<file path="config.mk">
export PLATFORM = sky130hd
export DESIGN_NAME = indwd_regs
export DESIGN_NICKNAME = d
export VERILOG_FILES = /design/src/indwd_pkg.sv /design/src/indwd_prescaler.sv /design/src/indwd_regs.sv
export VERILOG_INCLUDE_DIRS = /design/src
export SDC_FILE = /design/constraint.sdc
export NUM_CORES = 1
export LEC_CHECK = 0
export BUFFER_PORTS_ARGS = -buffer_cell sky130_fd_sc_hd__buf_2
export CELL_PAD_IN_SITES_DETAIL_PLACEMENT = 0
export CELL_PAD_IN_SITES_GLOBAL_PLACEMENT = 1
export CORE_MARGIN = 2
export CORE_UTILIZATION = 35
export DETAILED_ROUTE_END_ITERATION = 10
export PLACE_DENSITY = 0.81
export SETUP_SLACK_MARGIN = 0.02
export SLEW_MARGIN = 40
export SYNTH_ARGS = -nofsm -noshare
export SYNTH_HDL_FRONTEND = slang
export SYNTH_SLANG_ARGS = --single-unit
</file>
<file path="constraint.sdc">
create_clock -name core_clk -period 2.2 [get_ports core_clk]
set_clock_uncertainty 0.05 [all_clocks]
set_input_delay 0.44 -clock core_clk [delete_from_list [all_inputs] [get_ports core_clk]]
set_output_delay 0.44 -clock core_clk [all_outputs]
set_load 0.03 [all_outputs]
</file>
<file path="src/indwd_cfg.svh">
`ifndef INDWD_CFG_SVH
`define INDWD_CFG_SVH

// Register byte offsets.
`define INDWD_OFS_KEY 8'h00
`define INDWD_OFS_PRESC 8'h04
`define INDWD_OFS_RELOAD 8'h08
`define INDWD_OFS_STATUS 8'h0c
`define INDWD_OFS_IRQ_STAT 8'h10
`define INDWD_OFS_IRQ_CLR 8'h14
`define INDWD_OFS_IRQ_EN 8'h18
`define INDWD_OFS_COUNT 8'h1c

// Key values.
`define INDWD_KEY_REFRESH 16'haaaa
`define INDWD_KEY_UNLOCK 16'h5555
`define INDWD_KEY_START 16'hcccc

// Field positions.
`define INDWD_PVU_BIT 0
`define INDWD_RVU_BIT 1
`define INDWD_RUN_BIT 12
`define INDWD_EV_PVU 0
`define INDWD_EV_RVU 1
`define INDWD_EV_TIMEOUT 2

// Reset values.
`define INDWD_PRESC_RST 3'h0
`define INDWD_RELOAD_RST 12'hfff
`define INDWD_COUNT_START 12'hfff

// Timing counts, in low-speed oscillator cycles.
`define INDWD_XFER_TICKS 3'h2
`define INDWD_PRESC_BASE 9'h004
`define INDWD_PRESC_MAX_CODE 3'h6

`endif

</file>
<file path="src/indwd_pkg.sv">
package indwd_pkg;

    typedef struct packed {
        logic cyc;
        logic stb;
        logic we;
        logic [7:0] adr;
        logic [3:0] sel;
        logic [31:0] dat;
    } indwd_wb_req_type;

    typedef struct packed {
        logic ack;
        logic [31:0] dat;
    } indwd_wb_rsp_type;

    typedef struct packed {
        indwd_wb_rsp_type rsp;
        logic hw_armed;
        logic unlocked;
        logic running;
        logic start_pend;
        logic refresh_pend;
        logic [2:0] pr_bus;
        logic [2:0] pr_ls;
        logic [2:0] pvu_cnt;
        logic [11:0] rl_bus;
        logic [11:0] rl_ls;
        logic [2:0] rvu_cnt;
        logic [11:0] count;
        logic wdg_reset;
        logic osc_prev;
        logic [2:0] irq_stat;
        logic [2:0] irq_en;
    } indwd_state_type;

    typedef struct packed {
        logic [7:0] count;
    } indwd_presc_state_type;

endpackage : indwd_pkg

</file>
<file path="src/indwd_prescaler.sv">
`timescale 1ns/1ps
`default_nettype none
`include "indwd_cfg.svh"

module indwd_prescaler
    import indwd_pkg::*;
(
    input wire logic core_clk,
    input wire logic reset_n,
    input wire logic osc_tick,
    input wire logic run,
    input wire logic [2:0] prescale_select,
    output logic count_tick
);

    indwd_presc_state_type q;
    indwd_presc_state_type d;
    logic [2:0] code;
    logic [7:0] last;

    always_comb begin
        d = q;
        count_tick = 1'b0;
        // Code 111 saturates at the largest divider.
        code = (prescale_select > `INDWD_PRESC_MAX_CODE) ? `INDWD_PRESC_MAX_CODE : prescale_select;
        last = 8'((`INDWD_PRESC_BASE << code) - 9'h001);
        if (!run) begin
            d.count = 8'h00;
        end else if (osc_tick) begin
            // A compare of at least guards against a divider that shrinks mid-count.
            if (q.count >= last) begin
                d.count = 8'h00;
                count_tick = 1'b1;
            end else begin
                d.count = q.count + 8'h01;
            end
        end
    end

    always_ff @(posedge core_clk or negedge reset_n) begin
        if (!reset_n) begin
            q <= '{count: 8'h00};
        end else begin
            q <= d;
        end
    end

endmodule : indwd_prescaler

`default_nettype wire

</file>
<file path="src/indwd_regs.sv">
// Operation
// - The key field is write-only and always reads back as zero.
// - Key AAAAh reloads the counter; software must refresh before it reaches zero.
// - Key 5555h opens write access to the prescale and reload registers.
// - Key CCCCh starts the countdown unless the hardware option already runs it.
// - Prescale codes 000 to 110 divide by 4 to 256; code 111 divides by 256.
// - A prescale write is accepted only while its update is not pending.
// - Prescale reads return the low-speed copy, valid once its update is done.
// - Every refresh loads the reload value and the counter counts down from it.
// - A reload write is accepted only while its update is not pending.
// - Reload reads return the low-speed copy, valid once its update is done.
// - The reload pending flag stands during transfer, clearing within five oscillator cycles.
// - The prescale pending flag stands during transfer, clearing within five oscillator cycles.
// - An accepted update completes even if low-power mode is entered meanwhile.
// - Standby reset sets reload to FFFh and clears the key, not the status.
// - Start counts down from FFFh; reaching zero raises the watchdog reset.
// - Any key other than 5555h restores write protection.
// - With the hardware option, the watchdog runs from power-on without a start key.
`timescale 1ns/1ps
`default_nettype none
`include "indwd_cfg.svh"

module indwd_regs
    import indwd_pkg::*;
(
    input wire logic core_clk,
    input wire logic reset_n,
    input wire indwd_wb_req_type wb_req,
    output indwd_wb_rsp_type wb_rsp,
    input wire logic low_speed_osc,
    input wire logic hw_watchdog_opt,
    input wire logic standby_reset,
    output logic watchdog_reset,
    output logic irq
);

    localparam indwd_state_type STATE_RST = '{
        rsp: '{ack: 1'b0, dat: 32'h0000_0000},
        hw_armed: 1'b0,
        unlocked: 1'b0,
        running: 1'b0,
        start_pend: 1'b0,
        refresh_pend: 1'b0,
        pr_bus: `INDWD_PRESC_RST,
        pr_ls: `INDWD_PRESC_RST,
        pvu_cnt: 3'h0,
        rl_bus: `INDWD_RELOAD_RST,
        rl_ls: `INDWD_RELOAD_RST,
        rvu_cnt: 3'h0,
        count: `INDWD_COUNT_START,
        wdg_reset: 1'b0,
        osc_prev: 1'b0,
        irq_stat: 3'h0,
        irq_en: 3'h0
    };

    indwd_state_type q;
    indwd_state_type d;
    logic osc_tick;
    logic count_tick;
    logic bus_req;
    logic bus_take;
    logic bus_write;
    logic [31:0] wdata;
    logic [31:0] rdata;
    logic [2:0] events;

    function automatic logic [31:0] wb_merge(
        input logic [31:0] old_val,
        input logic [31:0] new_val,
        input logic [3:0] sel
    );
        logic [31:0] res;
        res = old_val;
        for (int i = 0; i < 4; i++) begin
            if (sel[i]) begin
                res[8*i +: 8] = new_val[8*i +: 8];
            end
        end
        return res;
    endfunction : wb_merge

    // The oscillator arrives synchronous to core_clk, so one register finds its rising edge.
    assign osc_tick = low_speed_osc & ~q.osc_prev;

    indwd_prescaler u_prescaler (
        .core_clk(core_clk),
        .reset_n(reset_n),
        .osc_tick(osc_tick),
        .run(q.running),
        .prescale_select(q.pr_ls),
        .count_tick(count_tick)
    );

    // Read data is taken in the first cycle, writes act on the edge where ack is seen.
    assign bus_req = wb_req.cyc & wb_req.stb;
    assign bus_take = bus_req & ~q.rsp.ack;
    assign bus_write = bus_req & wb_req.we & q.rsp.ack;

    always_comb begin
        rdata = 32'h0000_0000;
        unique case (wb_req.adr)
            `INDWD_OFS_KEY: begin
                rdata = 32'h0000_0000;
            end
            `INDWD_OFS_PRESC: begin
                rdata = {29'h0, q.pr_ls};
            end
            `INDWD_OFS_RELOAD: begin
                rdata = {20'h0, q.rl_ls};
            end
            `INDWD_OFS_STATUS: begin
                rdata[`INDWD_PVU_BIT] = (q.pvu_cnt != 3'h0);
                rdata[`INDWD_RVU_BIT] = (q.rvu_cnt != 3'h0);
            end
            `INDWD_OFS_IRQ_STAT: begin
                rdata = {29'h0, q.irq_stat};
            end
            `INDWD_OFS_IRQ_EN: begin
                rdata = {29'h0, q.irq_en};
            end
            `INDWD_OFS_COUNT: begin
                rdata = {20'h0, q.count};
                rdata[`INDWD_RUN_BIT] = q.running;
            end
            default: begin
                rdata = 32'h0000_0000;
            end
        endcase
    end

    always_comb begin
        d = q;
        events = 3'h0;
        wdata = 32'h0000_0000;
        d.osc_prev = low_speed_osc;

        d.rsp.ack = bus_take;
        if (bus_take) begin
            d.rsp.dat = rdata;
        end

        // The strap is caught by the first clock after reset, never by the reset itself.
        if (!q.hw_armed) begin
            d.hw_armed = 1'b1;
            if (hw_watchdog_opt) begin
                d.running = 1'b1;
            end
        end

        // Oscillator-domain work happens only on an oscillator edge, and it runs with no
        // help from the bus, so a pending update still lands in low-power mode.
        if (osc_tick) begin
            if (q.pvu_cnt != 3'h0) begin
                d.pvu_cnt = q.pvu_cnt - 3'h1;
                if (q.pvu_cnt == 3'h1) begin
                    d.pr_ls = q.pr_bus;
                    events[`INDWD_EV_PVU] = 1'b1;
                end
            end
            if (q.rvu_cnt != 3'h0) begin
                d.rvu_cnt = q.rvu_cnt - 3'h1;
                if (q.rvu_cnt == 3'h1) begin
                    d.rl_ls = q.rl_bus;
                    events[`INDWD_EV_RVU] = 1'b1;
                end
            end
            if (count_tick && q.running && q.count != 12'h000) begin
                d.count = q.count - 12'h001;
            end
            if (q.start_pend) begin
                d.start_pend = 1'b0;
                d.running = 1'b1;
            end
            if (q.refresh_pend) begin
                d.refresh_pend = 1'b0;
                d.count = d.rl_ls;
            end
        end

        // The reset stays asserted until the system reset clears the whole block.
        if (q.running && q.count == 12'h000 && !q.wdg_reset) begin
            d.wdg_reset = 1'b1;
            events[`INDWD_EV_TIMEOUT] = 1'b1;
        end

        if (bus_write) begin
            unique case (wb_req.adr)
                `INDWD_OFS_KEY: begin
                    wdata = wb_merge(32'h0000_0000, wb_req.dat, wb_req.sel);
                    d.unlocked = (wdata[15:0] == `INDWD_KEY_UNLOCK);
                    if (wdata[15:0] == `INDWD_KEY_REFRESH) begin
                        d.refresh_pend = 1'b1;
                    end
                    if (wdata[15:0] == `INDWD_KEY_START) begin
                        d.start_pend = 1'b1;
                    end
                end
                `INDWD_OFS_PRESC: begin
                    // Writes during a transfer are dropped, so software must poll first.
                    if (q.unlocked && q.pvu_cnt == 3'h0) begin
                        wdata = wb_merge({29'h0, q.pr_bus}, wb_req.dat, wb_req.sel);
                        d.pr_bus = wdata[2:0];
                        d.pvu_cnt = `INDWD_XFER_TICKS;
                    end
                end
                `INDWD_OFS_RELOAD: begin
                    if (q.unlocked && q.rvu_cnt == 3'h0) begin
                        wdata = wb_merge({20'h0, q.rl_bus}, wb_req.dat, wb_req.sel);
                        d.rl_bus = wdata[11:0];
                        d.rvu_cnt = `INDWD_XFER_TICKS;
                    end
                end
                `INDWD_OFS_IRQ_CLR: begin
                    wdata = wb_merge(32'h0000_0000, wb_req.dat, wb_req.sel);
                    d.irq_stat = q.irq_stat & ~wdata[2:0];
                end
                `INDWD_OFS_IRQ_EN: begin
                    wdata = wb_merge({29'h0, q.irq_en}, wb_req.dat, wb_req.sel);
                    d.irq_en = wdata[2:0];
                end
                default: begin
                    d.irq_en = q.irq_en;
                end
            endcase
        end

        // Standby leaves the update flags alone so that a transfer in flight finishes.
        if (standby_reset) begin
            d.rl_bus = `INDWD_RELOAD_RST;
            d.rl_ls = `INDWD_RELOAD_RST;
            d.unlocked = 1'b0;
            d.refresh_pend = 1'b0;
            d.start_pend = 1'b0;
        end

        // An event in the same cycle as its clear still sets the bit.
        d.irq_stat = d.irq_stat | events;
    end

    always_ff @(posedge core_clk or negedge reset_n) begin
        if (!reset_n) begin
            q <= STATE_RST;
        end else begin
            q <= d;
        end
    end

    assign wb_rsp = q.rsp;
    assign watchdog_reset = q.wdg_reset;
    assign irq = |(q.irq_stat & q.irq_en);

endmodule : indwd_regs

`default_nettype wire

</file>
==> metrics, run 1 <==
status complete, no violations; clk buf depth 2; final net count 654; Seq pwr share 40.2%; top area cells in the synthesized netlist dfrtp_1 (23%), dfstp_2 (19%), nand2_1 (5.8%); Worst setup SP type flip-flop; GRT Overall Usage 17.1%; Final Max Slew Viols 0; Int Pwr 3080 µW; register area share after synthesis 41.8%; final global-route overflow total 0; Via density 5.50; dpl ws -0.0214 ns; Crit path top cell by count a21oi_2; Ys Warns 0; row cnt 43; Tcrit/Tclk final 97.1%; MaxCap Viol Count 0; CTS tree done; Core ar. 14000 µm²; Final ANT Viol Nets 0; ys async rst share 100%; CTS Buf Count 9; post-synthesis area per instance 9.53 µm²; Leakage 0.00255 µW; Post-DP HPWL 9.69 mm; Die Width 124 µm; Die H 124 µm; sw frac 28.9%; vias in the first global route 4269; DRT Pass-1 Iters 5; htree depth 3; Final Hold Viols 0; WP data required 2.42 ns; DIE AREA 15500 µm²; critical setup path kind flip-flop to flip-flop; fillers 1368; clock-pin slew on the worst setup and hold paths 0.06 ns; synthesis-stage register bit count 83; Slew @ Worst Pin 0.563 ns; Register Area 2120 µm²; crit path from q[51]$_DFFE_PN0P_; post-placement cell count 755; fin area 5950 µm²; R2R Setup Slk 0.06 ns; setup TNS 0 ns; DRC violations left 0; CP endpoint kind flip-flop; P_sw 1250 µW; worst skew pair latency 0.35 ns; Final setup viols 0; Netlist Area Pre-Place 5070 µm²; top achievable clock speed 468 MHz; Clock Sink Count 83; Multi-input gate area 2670 µm²; first-pass GRT wire length 21.7 mm; Placer Congestion 0.909; Hold Path Class primary input to async pin; RR Startpoint q[51]$_DFFE_PN0P_; Clk pwr share 37.0%; PwrDens 728 nW/µm²; number of port buffers 49; wire per inst 16.8 µm; Routed WL 13.0 mm; I/O pin count 87; Initial DRC Count 208; Synth Instances 532; min cycle time layout 2.14 ns; number of flops mapped to enable cells by yosys 0; initial antenna violation count 0; Initial Utilization 36.1%; CP endpoint u_prescaler.q[7]$_DFFE_PN0P_; Max stage delay on crit path 0.48 ns; share of layout cells above drive strength 1 30.7%; Area Growth Syn to Fin 17.4%; Comb power frac 22.8%; Root Buffer clkbuf_16; critical path's slowest cell or4_1; worst endpoint data arrival time 2.35 ns; area leader, netlist dfrtp_1; CP cell instances nor2_2 > ha_4 > a21oi_2 > a21oi_2 > or2_2 > or4_1 > a21boi_1; largest net degree at the start of global routing 37; critical path fanouts, max 6; # diodes 0; Post-DP Area 5520 µm²; Distinct cells, synth 84; utilization after layout 42.4%; Slew headroom 62.4%; Worst R2R Path Depth 7; Final Non-Filler Cells 773; vias 4248; FF-to-FF End u_prescaler.q[7]$_DFFE_PN0P_; RSZ-0062 raised after global routing true; peak supply drop 0.409 mV; Setup WS post-layout 0.0647 ns; area fraction of the dominant cell type after synthesis 23.2%; ys flop type dfrtp_1
## cell usage in the layout (no fill, tap or decap), types with 6 or more instances in the layout
| cell | count |
|---|---|
| nand2_1 | 77 |
| buf_2 | 48 |
| dfrtp_1 | 45 |
| dfstp_2 | 36 |
| buf_4 | 31 |
| nor2_1 | 29 |
| o21ai_0 | 28 |
| conb_1 | 20 |
| inv_1 | 16 |
| a211o_1 | 15 |
| nand3b_1 | 14 |
| mux2i_1 | 13 |
| a22oi_1 | 12 |
| nand3_1 | 11 |
| ha_1 | 11 |
| mux2_2 | 10 |
| nand4_1 | 9 |
| clkbuf_16 | 9 |
| a21oi_1 | 8 |
| nor3_1 | 8 |
| nor2b_1 | 6 |
| a31oi_1 | 6 |
| or3_1 | 6 |
## cells in the mapped netlist, drive strengths merged (4+ instances only)
library cell	number
a211o	15
nor3	9
inv	16
nand3	12
or3	6
o21ai	31
nand4b	4
nand2b	5
nor2	32
o211ai	4
mux2	10
a21oi	12
mux2i	13
clkbuf	18
buf	38
nand3b	14
a2bb2oi	5
ha	14
dfstp	36
nor4	7
nor2b	6
nand4	11
a31oi	6
nand2	78
and2	4
a22oi	12
nor4b	5
dfrtp	47
## routing by layer
metal  wire (µm)  track usage (%)
met5           0                0
met4         359             8.26
met3         852             3.74
met2        6020             26.8
met1        5750             22.5
## power by group through the flow
stage	clock, µW	combinational [µW]	sequential [µW]
2_1_floorplan	0	611	1740
3_3_place_gp	0	889	1760
3_5_place_dp	0	925	1770
4_1_cts	1650	940	1740
5_1_grt	1710	1100	1760
6_report	1610	988	1740
## per-stage QoR
step                      total power [µW]  hold WS (ns)
after floorplan                       2350        0.0944
after global placement                2650         0.369
after detailed placement              2690         0.376
after CTS                             4330      0.000411
after global routing                  4570        0.0280
final                                 4330       0.00104
## cell type report
type | count | area share [%]
clock buffers | 9 | 3.78
clock inverters | 7 | 1.53
inverters | 16 | 1.01
multi-input cells | 394 | 44.9
flip-flops and latches | 83 | 35.7
well taps | 180 | 3.78
repair buffers | 84 | 9.33
## registers in the layout (all words and copies together) (netlist names)
register        count
watchdog_reset      1
wb_rsp             14
q                  60
u_prescaler.q       8
## critical path, delay by kind of cell (launching register included)
kind,cells,cell delay (ns)
flip-flops,1,0.46
AO/OA/AOI/OAI,3,0.38
adder cells (fa/ha/maj),1,0.22
AND/OR/NAND/NOR,3,0.95
## cells by family after synthesis
group,Yosys count,synth area share (%)
and+or+nand+nor,215,24.0
AOI/OAI and AO/OA,120,16.9
DFF,83,41.8
buffers and inverters,73,8.54
muxes,23,4.79
adders and majority gates,14,3.45
other,2,0.148
xor gates and xnor gates,2,0.345
## worst min-delay path by stage
stage	from	end	slack, ns	cells after the start
floorplan	reset_n	q[0]$_DFFE_PN0P_	0.09	0
global placement	reset_n	wb_rsp[10]$_DFFE_PN0P_	0.37	1
detailed placement	reset_n	wb_rsp[10]$_DFFE_PN0P_	0.38	1
CTS	reset_n	q[57]$_DFF_PN0_	0.0004	1
global route	reset_n	q[57]$_DFF_PN0_	0.03	1
finish	reset_n	wb_rsp[10]$_DFFE_PN0P_	0.001	1
## repair_timing
action | CTS | global route
setup buffers | 0 | 2
setup endpoints to repair | 7 | 12
gates resized for setup | 3 | 18
pin swaps | 0 | 15
hold buffers | 0 | 0
No activity file was read; power rests on OpenSTA's default activity.
==> run 2, diff against run 1 <==
--- a/config.mk
+++ b/config.mk
@@ -12,7 +12,7 @@
 export CORE_MARGIN = 2
 export CORE_UTILIZATION = 35
 export DETAILED_ROUTE_END_ITERATION = 10
-export PLACE_DENSITY = 0.81
+export PLACE_DENSITY = 0.78
 export SETUP_SLACK_MARGIN = 0.02
 export SLEW_MARGIN = 40
 export SYNTH_ARGS = -nofsm -noshare
==> constraint.sdc (replaced) <==
create_clock -name core_clk -period 2.01 [get_ports core_clk]
set_clock_uncertainty 0.05 [all_clocks]
set_input_delay 0.402 -clock core_clk [delete_from_list [all_inputs] [get_ports core_clk]]
set_output_delay 0.402 -clock core_clk [all_outputs]
set_load 0.03 [all_outputs]
==> run 2 against run 1 <==
- the flow now finishes with violations (negative setup slack)
- flip-flop and latch count stayed put
- final area is 5.2% higher
- hold slack better by 0.13 ns
- critical path type unchanged
- highest routed layer unchanged
- largest power group unchanged
==> metrics, run 2 (synthesis results as in run 1) <==
worst skew pair latency 0.35 ns; fillers 1323; Slew @ Worst Pin 0.536 ns; critical path fanouts, max 7; DRT Pass-1 Iters 5; # diodes 0; Routed WL 13.7 mm; clock-pin slew on the worst setup and hold paths 0.06 ns; Area Growth Syn to Fin 23.5%; Root Buffer clkbuf_16; Via density 5.41; critical setup path kind flip-flop to flip-flop; failing checks negative setup slack; initial antenna violation count 0; MaxCap Viol Count 0; WP data required 2.23 ns; peak supply drop 0.442 mV; Initial Utilization 36.1%; top achievable clock speed 476 MHz; final global-route overflow total 0; PwrDens 782 nW/µm²; DRC violations left 0; most frequent cells in the layout nand2_1 (75), buf_4 (59), buf_2 (48); Register Area 2120 µm²; min cycle time layout 2.10 ns; clk buf depth 2; number of port buffers 49; Final Hold Viols 0; Die H 124 µm; status finished, violations left; htree depth 3; share of layout cells above drive strength 1 35.1%; post-placement cell count 778; Tcrit/Tclk final 105%; largest net degree at the start of global routing 47; Slew headroom 64.2%; GRT Overall Usage 17.8%; Clock Sink Count 83; CTS tree done; worst endpoint data arrival time 2.33 ns; setup TNS -0.515 ns; RSZ-0062 raised after global routing true; Largest Register q; Core ar. 14000 µm²; Leakage 0.00273 µW; Comb power frac 28.7%; CTS Buf Count 9; row cnt 43; Die Width 124 µm; Hold Path Class primary input to flip-flop; leading cell type in the layout, fill and taps excluded nand2_1; Placer Congestion 0.947; Final ANT Viol Nets 0; final net count 688; P_sw 1450 µW; final hold slack 0.129 ns; WP buf/inv 2; Setup WS post-layout -0.0928 ns; Clk pwr share 32.8%; Final setup viols 9; Worst setup SP type flip-flop; first-pass GRT wire length 22.2 mm; Multi-input gate area 2750 µm²; Final Max Slew Viols 0; critical path's slowest cell dfrtp_2; Max stage delay on crit path 0.45 ns; Post-DP HPWL 10.1 mm; Seq pwr share 38.6%; CP endpoint kind flip-flop; Largest register FFs 60; Final Non-Filler Cells 807; vias 4366; CP cell instances nor2_1 > ha_1 > a21oi_2 > a21oi_4 > buf_4 > o21ai_4 > buf_6 > nor4_4 > a311o_1; cell family with most CP delay compound AO/OA/AOI/OAI gates; DIE AREA 15500 µm²; sw frac 29.7%; R2R Setup Slk -0.09 ns; Initial DRC Count 233; wire per inst 16.9 µm; vias in the first global route 4355; Int Pwr 3440 µW; I/O pin count 87
run 2: final timing paths:
check / from / depth (start not counted) / to
setup reg to reg: q[52]$_DFFE_PN0P_ / 9 / q[19]$_DFFE_PN1P_
min in group asynchronous: reset_n / 2 / q[22]$_DFF_PN0_
hold / removal: low_speed_osc / 1 / q[6]$_DFF_PN0_
max in group asynchronous: reset_n / 3 / q[12]$_DFFE_PN1P_
hold reg to reg: wb_rsp[3]$_DFFE_PN0P_ / 2 / wb_rsp[3]$_DFFE_PN0P_
setup / recovery: q[52]$_DFFE_PN0P_ / 9 / q[19]$_DFFE_PN1P_
run 2: power by group through the flow:
stage	registers [µW]	logic [µW]	clock network (µW)
after detailed placement	1920	1180	0
after global placement	1910	1140	0
after CTS	1890	1330	1650
after global routing	1900	1530	1700
final	1890	1400	1600
after floorplan	1910	706	0
run 2: cell type report:
class / instances / area share (%)
flip-flops and latches: 83 / 33.9
multi-input cells: 395 / 43.9
inverters: 16 / 0.959
clock buffers: 14 / 4.37
repair buffers: 117 / 13.1
clock inverters: 2 / 0.160
well taps: 180 / 3.60
run 2: timing repair:
action / in CTS / in global routing
gates resized for setup: 15 / 19
setup endpoints to repair: 15 / 44
hold endpoints to repair: 9 / 0
hold buffers: 1 / 0
gates cloned: 0 / 1
pin swaps: 12 / 10
setup buffers: 7 / 4
run 2: per-stage QoR:
step / setup WS (ns) / utilization [%] / total power (µW) / area, µm²
5_1_grt: -0.228 / 44.6 / 5130 / 6260
3_3_place_gp: -0.230 / 41.0 / 3050 / 5750
6_report: -0.0928 / 44.6 / 4900 / 6260
3_5_place_dp: -0.250 / 41.0 / 3090 / 5750
4_1_cts: -0.0927 / 43.8 / 4870 / 6150
2_1_floorplan: 0.0267 / - / 2610 / 5190
run 2: metal layers:
layer | up-vias | share of wire, % | global-route usage (%)
li1 | 2083 | - | -
met1 | 2138 | 46 | 23.0
met2 | 122 | 46 | 28.3
met3 | 23 | 4.8 | 3.52
met4 | 0 | 2.7 | 9.19
met5 | - | 0 | 0
==> run 3, diff against run 2 <==
--- a/config.mk
+++ b/config.mk
@@ -6,15 +6,16 @@
 export SDC_FILE = /design/constraint.sdc
 export NUM_CORES = 1
 export LEC_CHECK = 0
+export ABC_AREA = 1
 export BUFFER_PORTS_ARGS = -buffer_cell sky130_fd_sc_hd__buf_2
 export CELL_PAD_IN_SITES_DETAIL_PLACEMENT = 0
 export CELL_PAD_IN_SITES_GLOBAL_PLACEMENT = 1
 export CORE_MARGIN = 2
 export CORE_UTILIZATION = 35
 export DETAILED_ROUTE_END_ITERATION = 10
-export PLACE_DENSITY = 0.78
+export PLACE_DENSITY_LB_ADDON = 0.08
 export SETUP_SLACK_MARGIN = 0.02
-export SLEW_MARGIN = 40
+export SLEW_MARGIN = 20
 export SYNTH_ARGS = -nofsm -noshare
 export SYNTH_HDL_FRONTEND = slang
 export SYNTH_SLANG_ARGS = --single-unit
==> run 3 against run 2 <==
- the flow now finishes without violations
- setup slack better by 0.24 ns
- area after synthesis is 0.91% higher
- flip-flop and latch count stayed put
- hold slack worse by 0.0053 ns
- synthesized cell count is 32% higher
- first-iteration DRC count is 17% higher
- final area is 4.0% lower
- critical path type unchanged
==> metrics, run 3 <==
leading cell type in the layout, fill and taps excluded nand2_1; Ys Warns 0; FF-to-FF End q[15]$_DFFE_PN1P_; Synth Instances 700; Largest Register q; CTS Buf Count 9; Root Buffer clkbuf_16; clock-pin slew on the worst setup and hold paths 0.07 ns; Final setup viols 0; share of layout cells above drive strength 1 21.3%; RSZ-0062 raised after global routing true; Via density 4.82; Area Growth Syn to Fin 17.5%; largest net degree at the start of global routing 32; htree depth 3; critical setup path kind flip-flop to flip-flop; WP data required 2.25 ns; Final ANT Viol Nets 0; PwrDens 915 nW/µm²; status complete, no violations; Leakage 0.00304 µW; Worst setup SP type flip-flop; Hold Path Class primary input to flip-flop; fillers 1515; setup TNS 0 ns; final net count 827; Die H 125 µm; worst endpoint data arrival time 2.11 ns; peak supply drop 0.423 mV; number of port buffers 49; Initial Utilization 35.5%; Final Power 5500 µW; CP endpoint kind flip-flop; Placer Congestion 0.867; DRT Pass-1 Iters 4; MaxCap Viol Count 0; worst skew pair latency 0.35 ns; register area share after synthesis 41.5%; Initial DRC Count 273; top cells by count, synth nand2_1 (198), inv_1 (84), nor2_1 (69); Routed WL 14.0 mm; # diodes 0; area fraction of the dominant cell type after synthesis 23.0%; R2R Setup Slk 0.14 ns; CTS tree done; synthesis-stage register bit count 83; final hold slack 0.124 ns; Final Hold Viols 0; Tcrit/Tclk final 92.8%; Largest register FFs 60; Distinct cells, synth 38; initial antenna violation count 0; min cycle time layout 1.87 ns; area leader, netlist dfrtp_1; vias in the first global route 4378; I/O pin count 87; row cnt 44; post-CTS setup-driven buffer insertion count 0; top-count cell post-synth nand2_1; critical path fanouts, max 7; CP endpoint q[15]$_DFFE_PN1P_; wire per inst 14.8 µm; Netlist Area Pre-Place 5120 µm²; most frequent cells in the layout nand2_1 (196), inv_1 (84), nor2_1 (65); number of flops mapped to enable cells by yosys 0; top area cells in the synthesized netlist dfrtp_1 (23%), dfstp_2 (18%), nand2_1 (15%); first-pass GRT wire length 23.0 mm; final global-route overflow total 0; Core ar. 14400 µm²; top achievable clock speed 536 MHz; DIE AREA 15600 µm²; Worst R2R Path Depth 12; GRT Overall Usage 18.5%; Final Max Slew Viols 0; Clock Sink Count 83; ys flop type dfrtp_1; post-synthesis area per instance 7.31 µm²; vias 4582; RR Startpoint q[50]$_DFFE_PN0P_; DRC violations left 0; crit path from q[50]$_DFFE_PN0P_; ys async rst share 100%; Post-DP HPWL 10.5 mm; Die Width 125 µm; clk buf depth 2
## run 3: worst max-delay path: stages (launching register included)
cell,delay (ns)
dfrtp_1,0.38
or2_4,0.25
nand2_1,0.06
ha_1,0.23
nand2_2,0.08
a21oi_2,0.04
nor2_2,0.11
nand2_2,0.08
nand3_4,0.14
nand2_8,0.11
nand2_4,0.15
nand2_1,0.06
nand2_1,0.06
## run 3: repair_timing
| item | in CTS | in global routing |
|---|---|---|
| setup endpoints to repair | 4 | 22 |
| hold buffers | 1 | 0 |
| cloned | 0 | 2 |
| gates resized for setup | 1 | 19 |
| pin swaps | 0 | 5 |
| hold endpoints to repair | 11 | 0 |
## run 3: cell families after synthesis
| logic type | after synthesis | synth area share, % |
|---|---|---|
| compound gates | 106 | 11.1 |
| xor+xnor | 3 | 0.514 |
| fa+ha+maj | 14 | 3.42 |
| buf+inv | 136 | 12.9 |
| flops | 83 | 41.5 |
| mux | 5 | 1.08 |
| other cells | 2 | 0.147 |
| simple gates | 351 | 29.4 |
## run 3: layout make-up
class | count | area [µm²] | area share, %
multi-input combinational | 501 | 2490 | 41.5
sequential | 83 | 2120 | 35.3
timing repair buffer | 80 | 533 | 8.86
inverter | 86 | 323 | 5.37
tap | 184 | 230 | 3.83
clock buffer | 9 | 225 | 3.75
clock inverter | 7 | 83.8 | 1.39
## run 3: worst min path at each step
stage / start / end / cells after the start
final: low_speed_osc / q[6]$_DFF_PN0_ / 1
after global routing: low_speed_osc / q[6]$_DFF_PN0_ / 1
after detailed placement: reset_n / q[1]$_DFFE_PN0P_ / 1
after global placement: reset_n / q[1]$_DFFE_PN0P_ / 1
after floorplan: reset_n / q[0]$_DFFE_PN0P_ / 0
after CTS: low_speed_osc / q[6]$_DFF_PN0_ / 1
## run 3: metal layers
metal / global-route usage [%] / vias up / wire length, µm
met2: 28.7 / 117 / 6170
met1: 26.7 / 2137 / 7070
met4: 5.95 / 0 / 202
met3: 2.53 / 13 / 564
met5: 0 / - / 0
li1: - / 2315 / -
## run 3: stage by stage
stage	std cells	instance area, µm²	setup slack [ns]	utilization (%)
floorplan	718	5180	0.188	-
global placement	931	5600	0.0810	38.8
detailed placement	931	5600	0.0330	38.8
CTS	948	5930	0.0457	41.1
global route	950	6010	0.0240	41.7
finish	950	6010	0.145	41.7
## run 3: report_power, final
part / internal (µW) / total, µW / switching, µW
Combinational: 615 / 1660 / 1050
Sequential: 1900 / 2090 / 189
Clock: 985 / 1750 / 763
Total: 3500 / 5500 / 2000
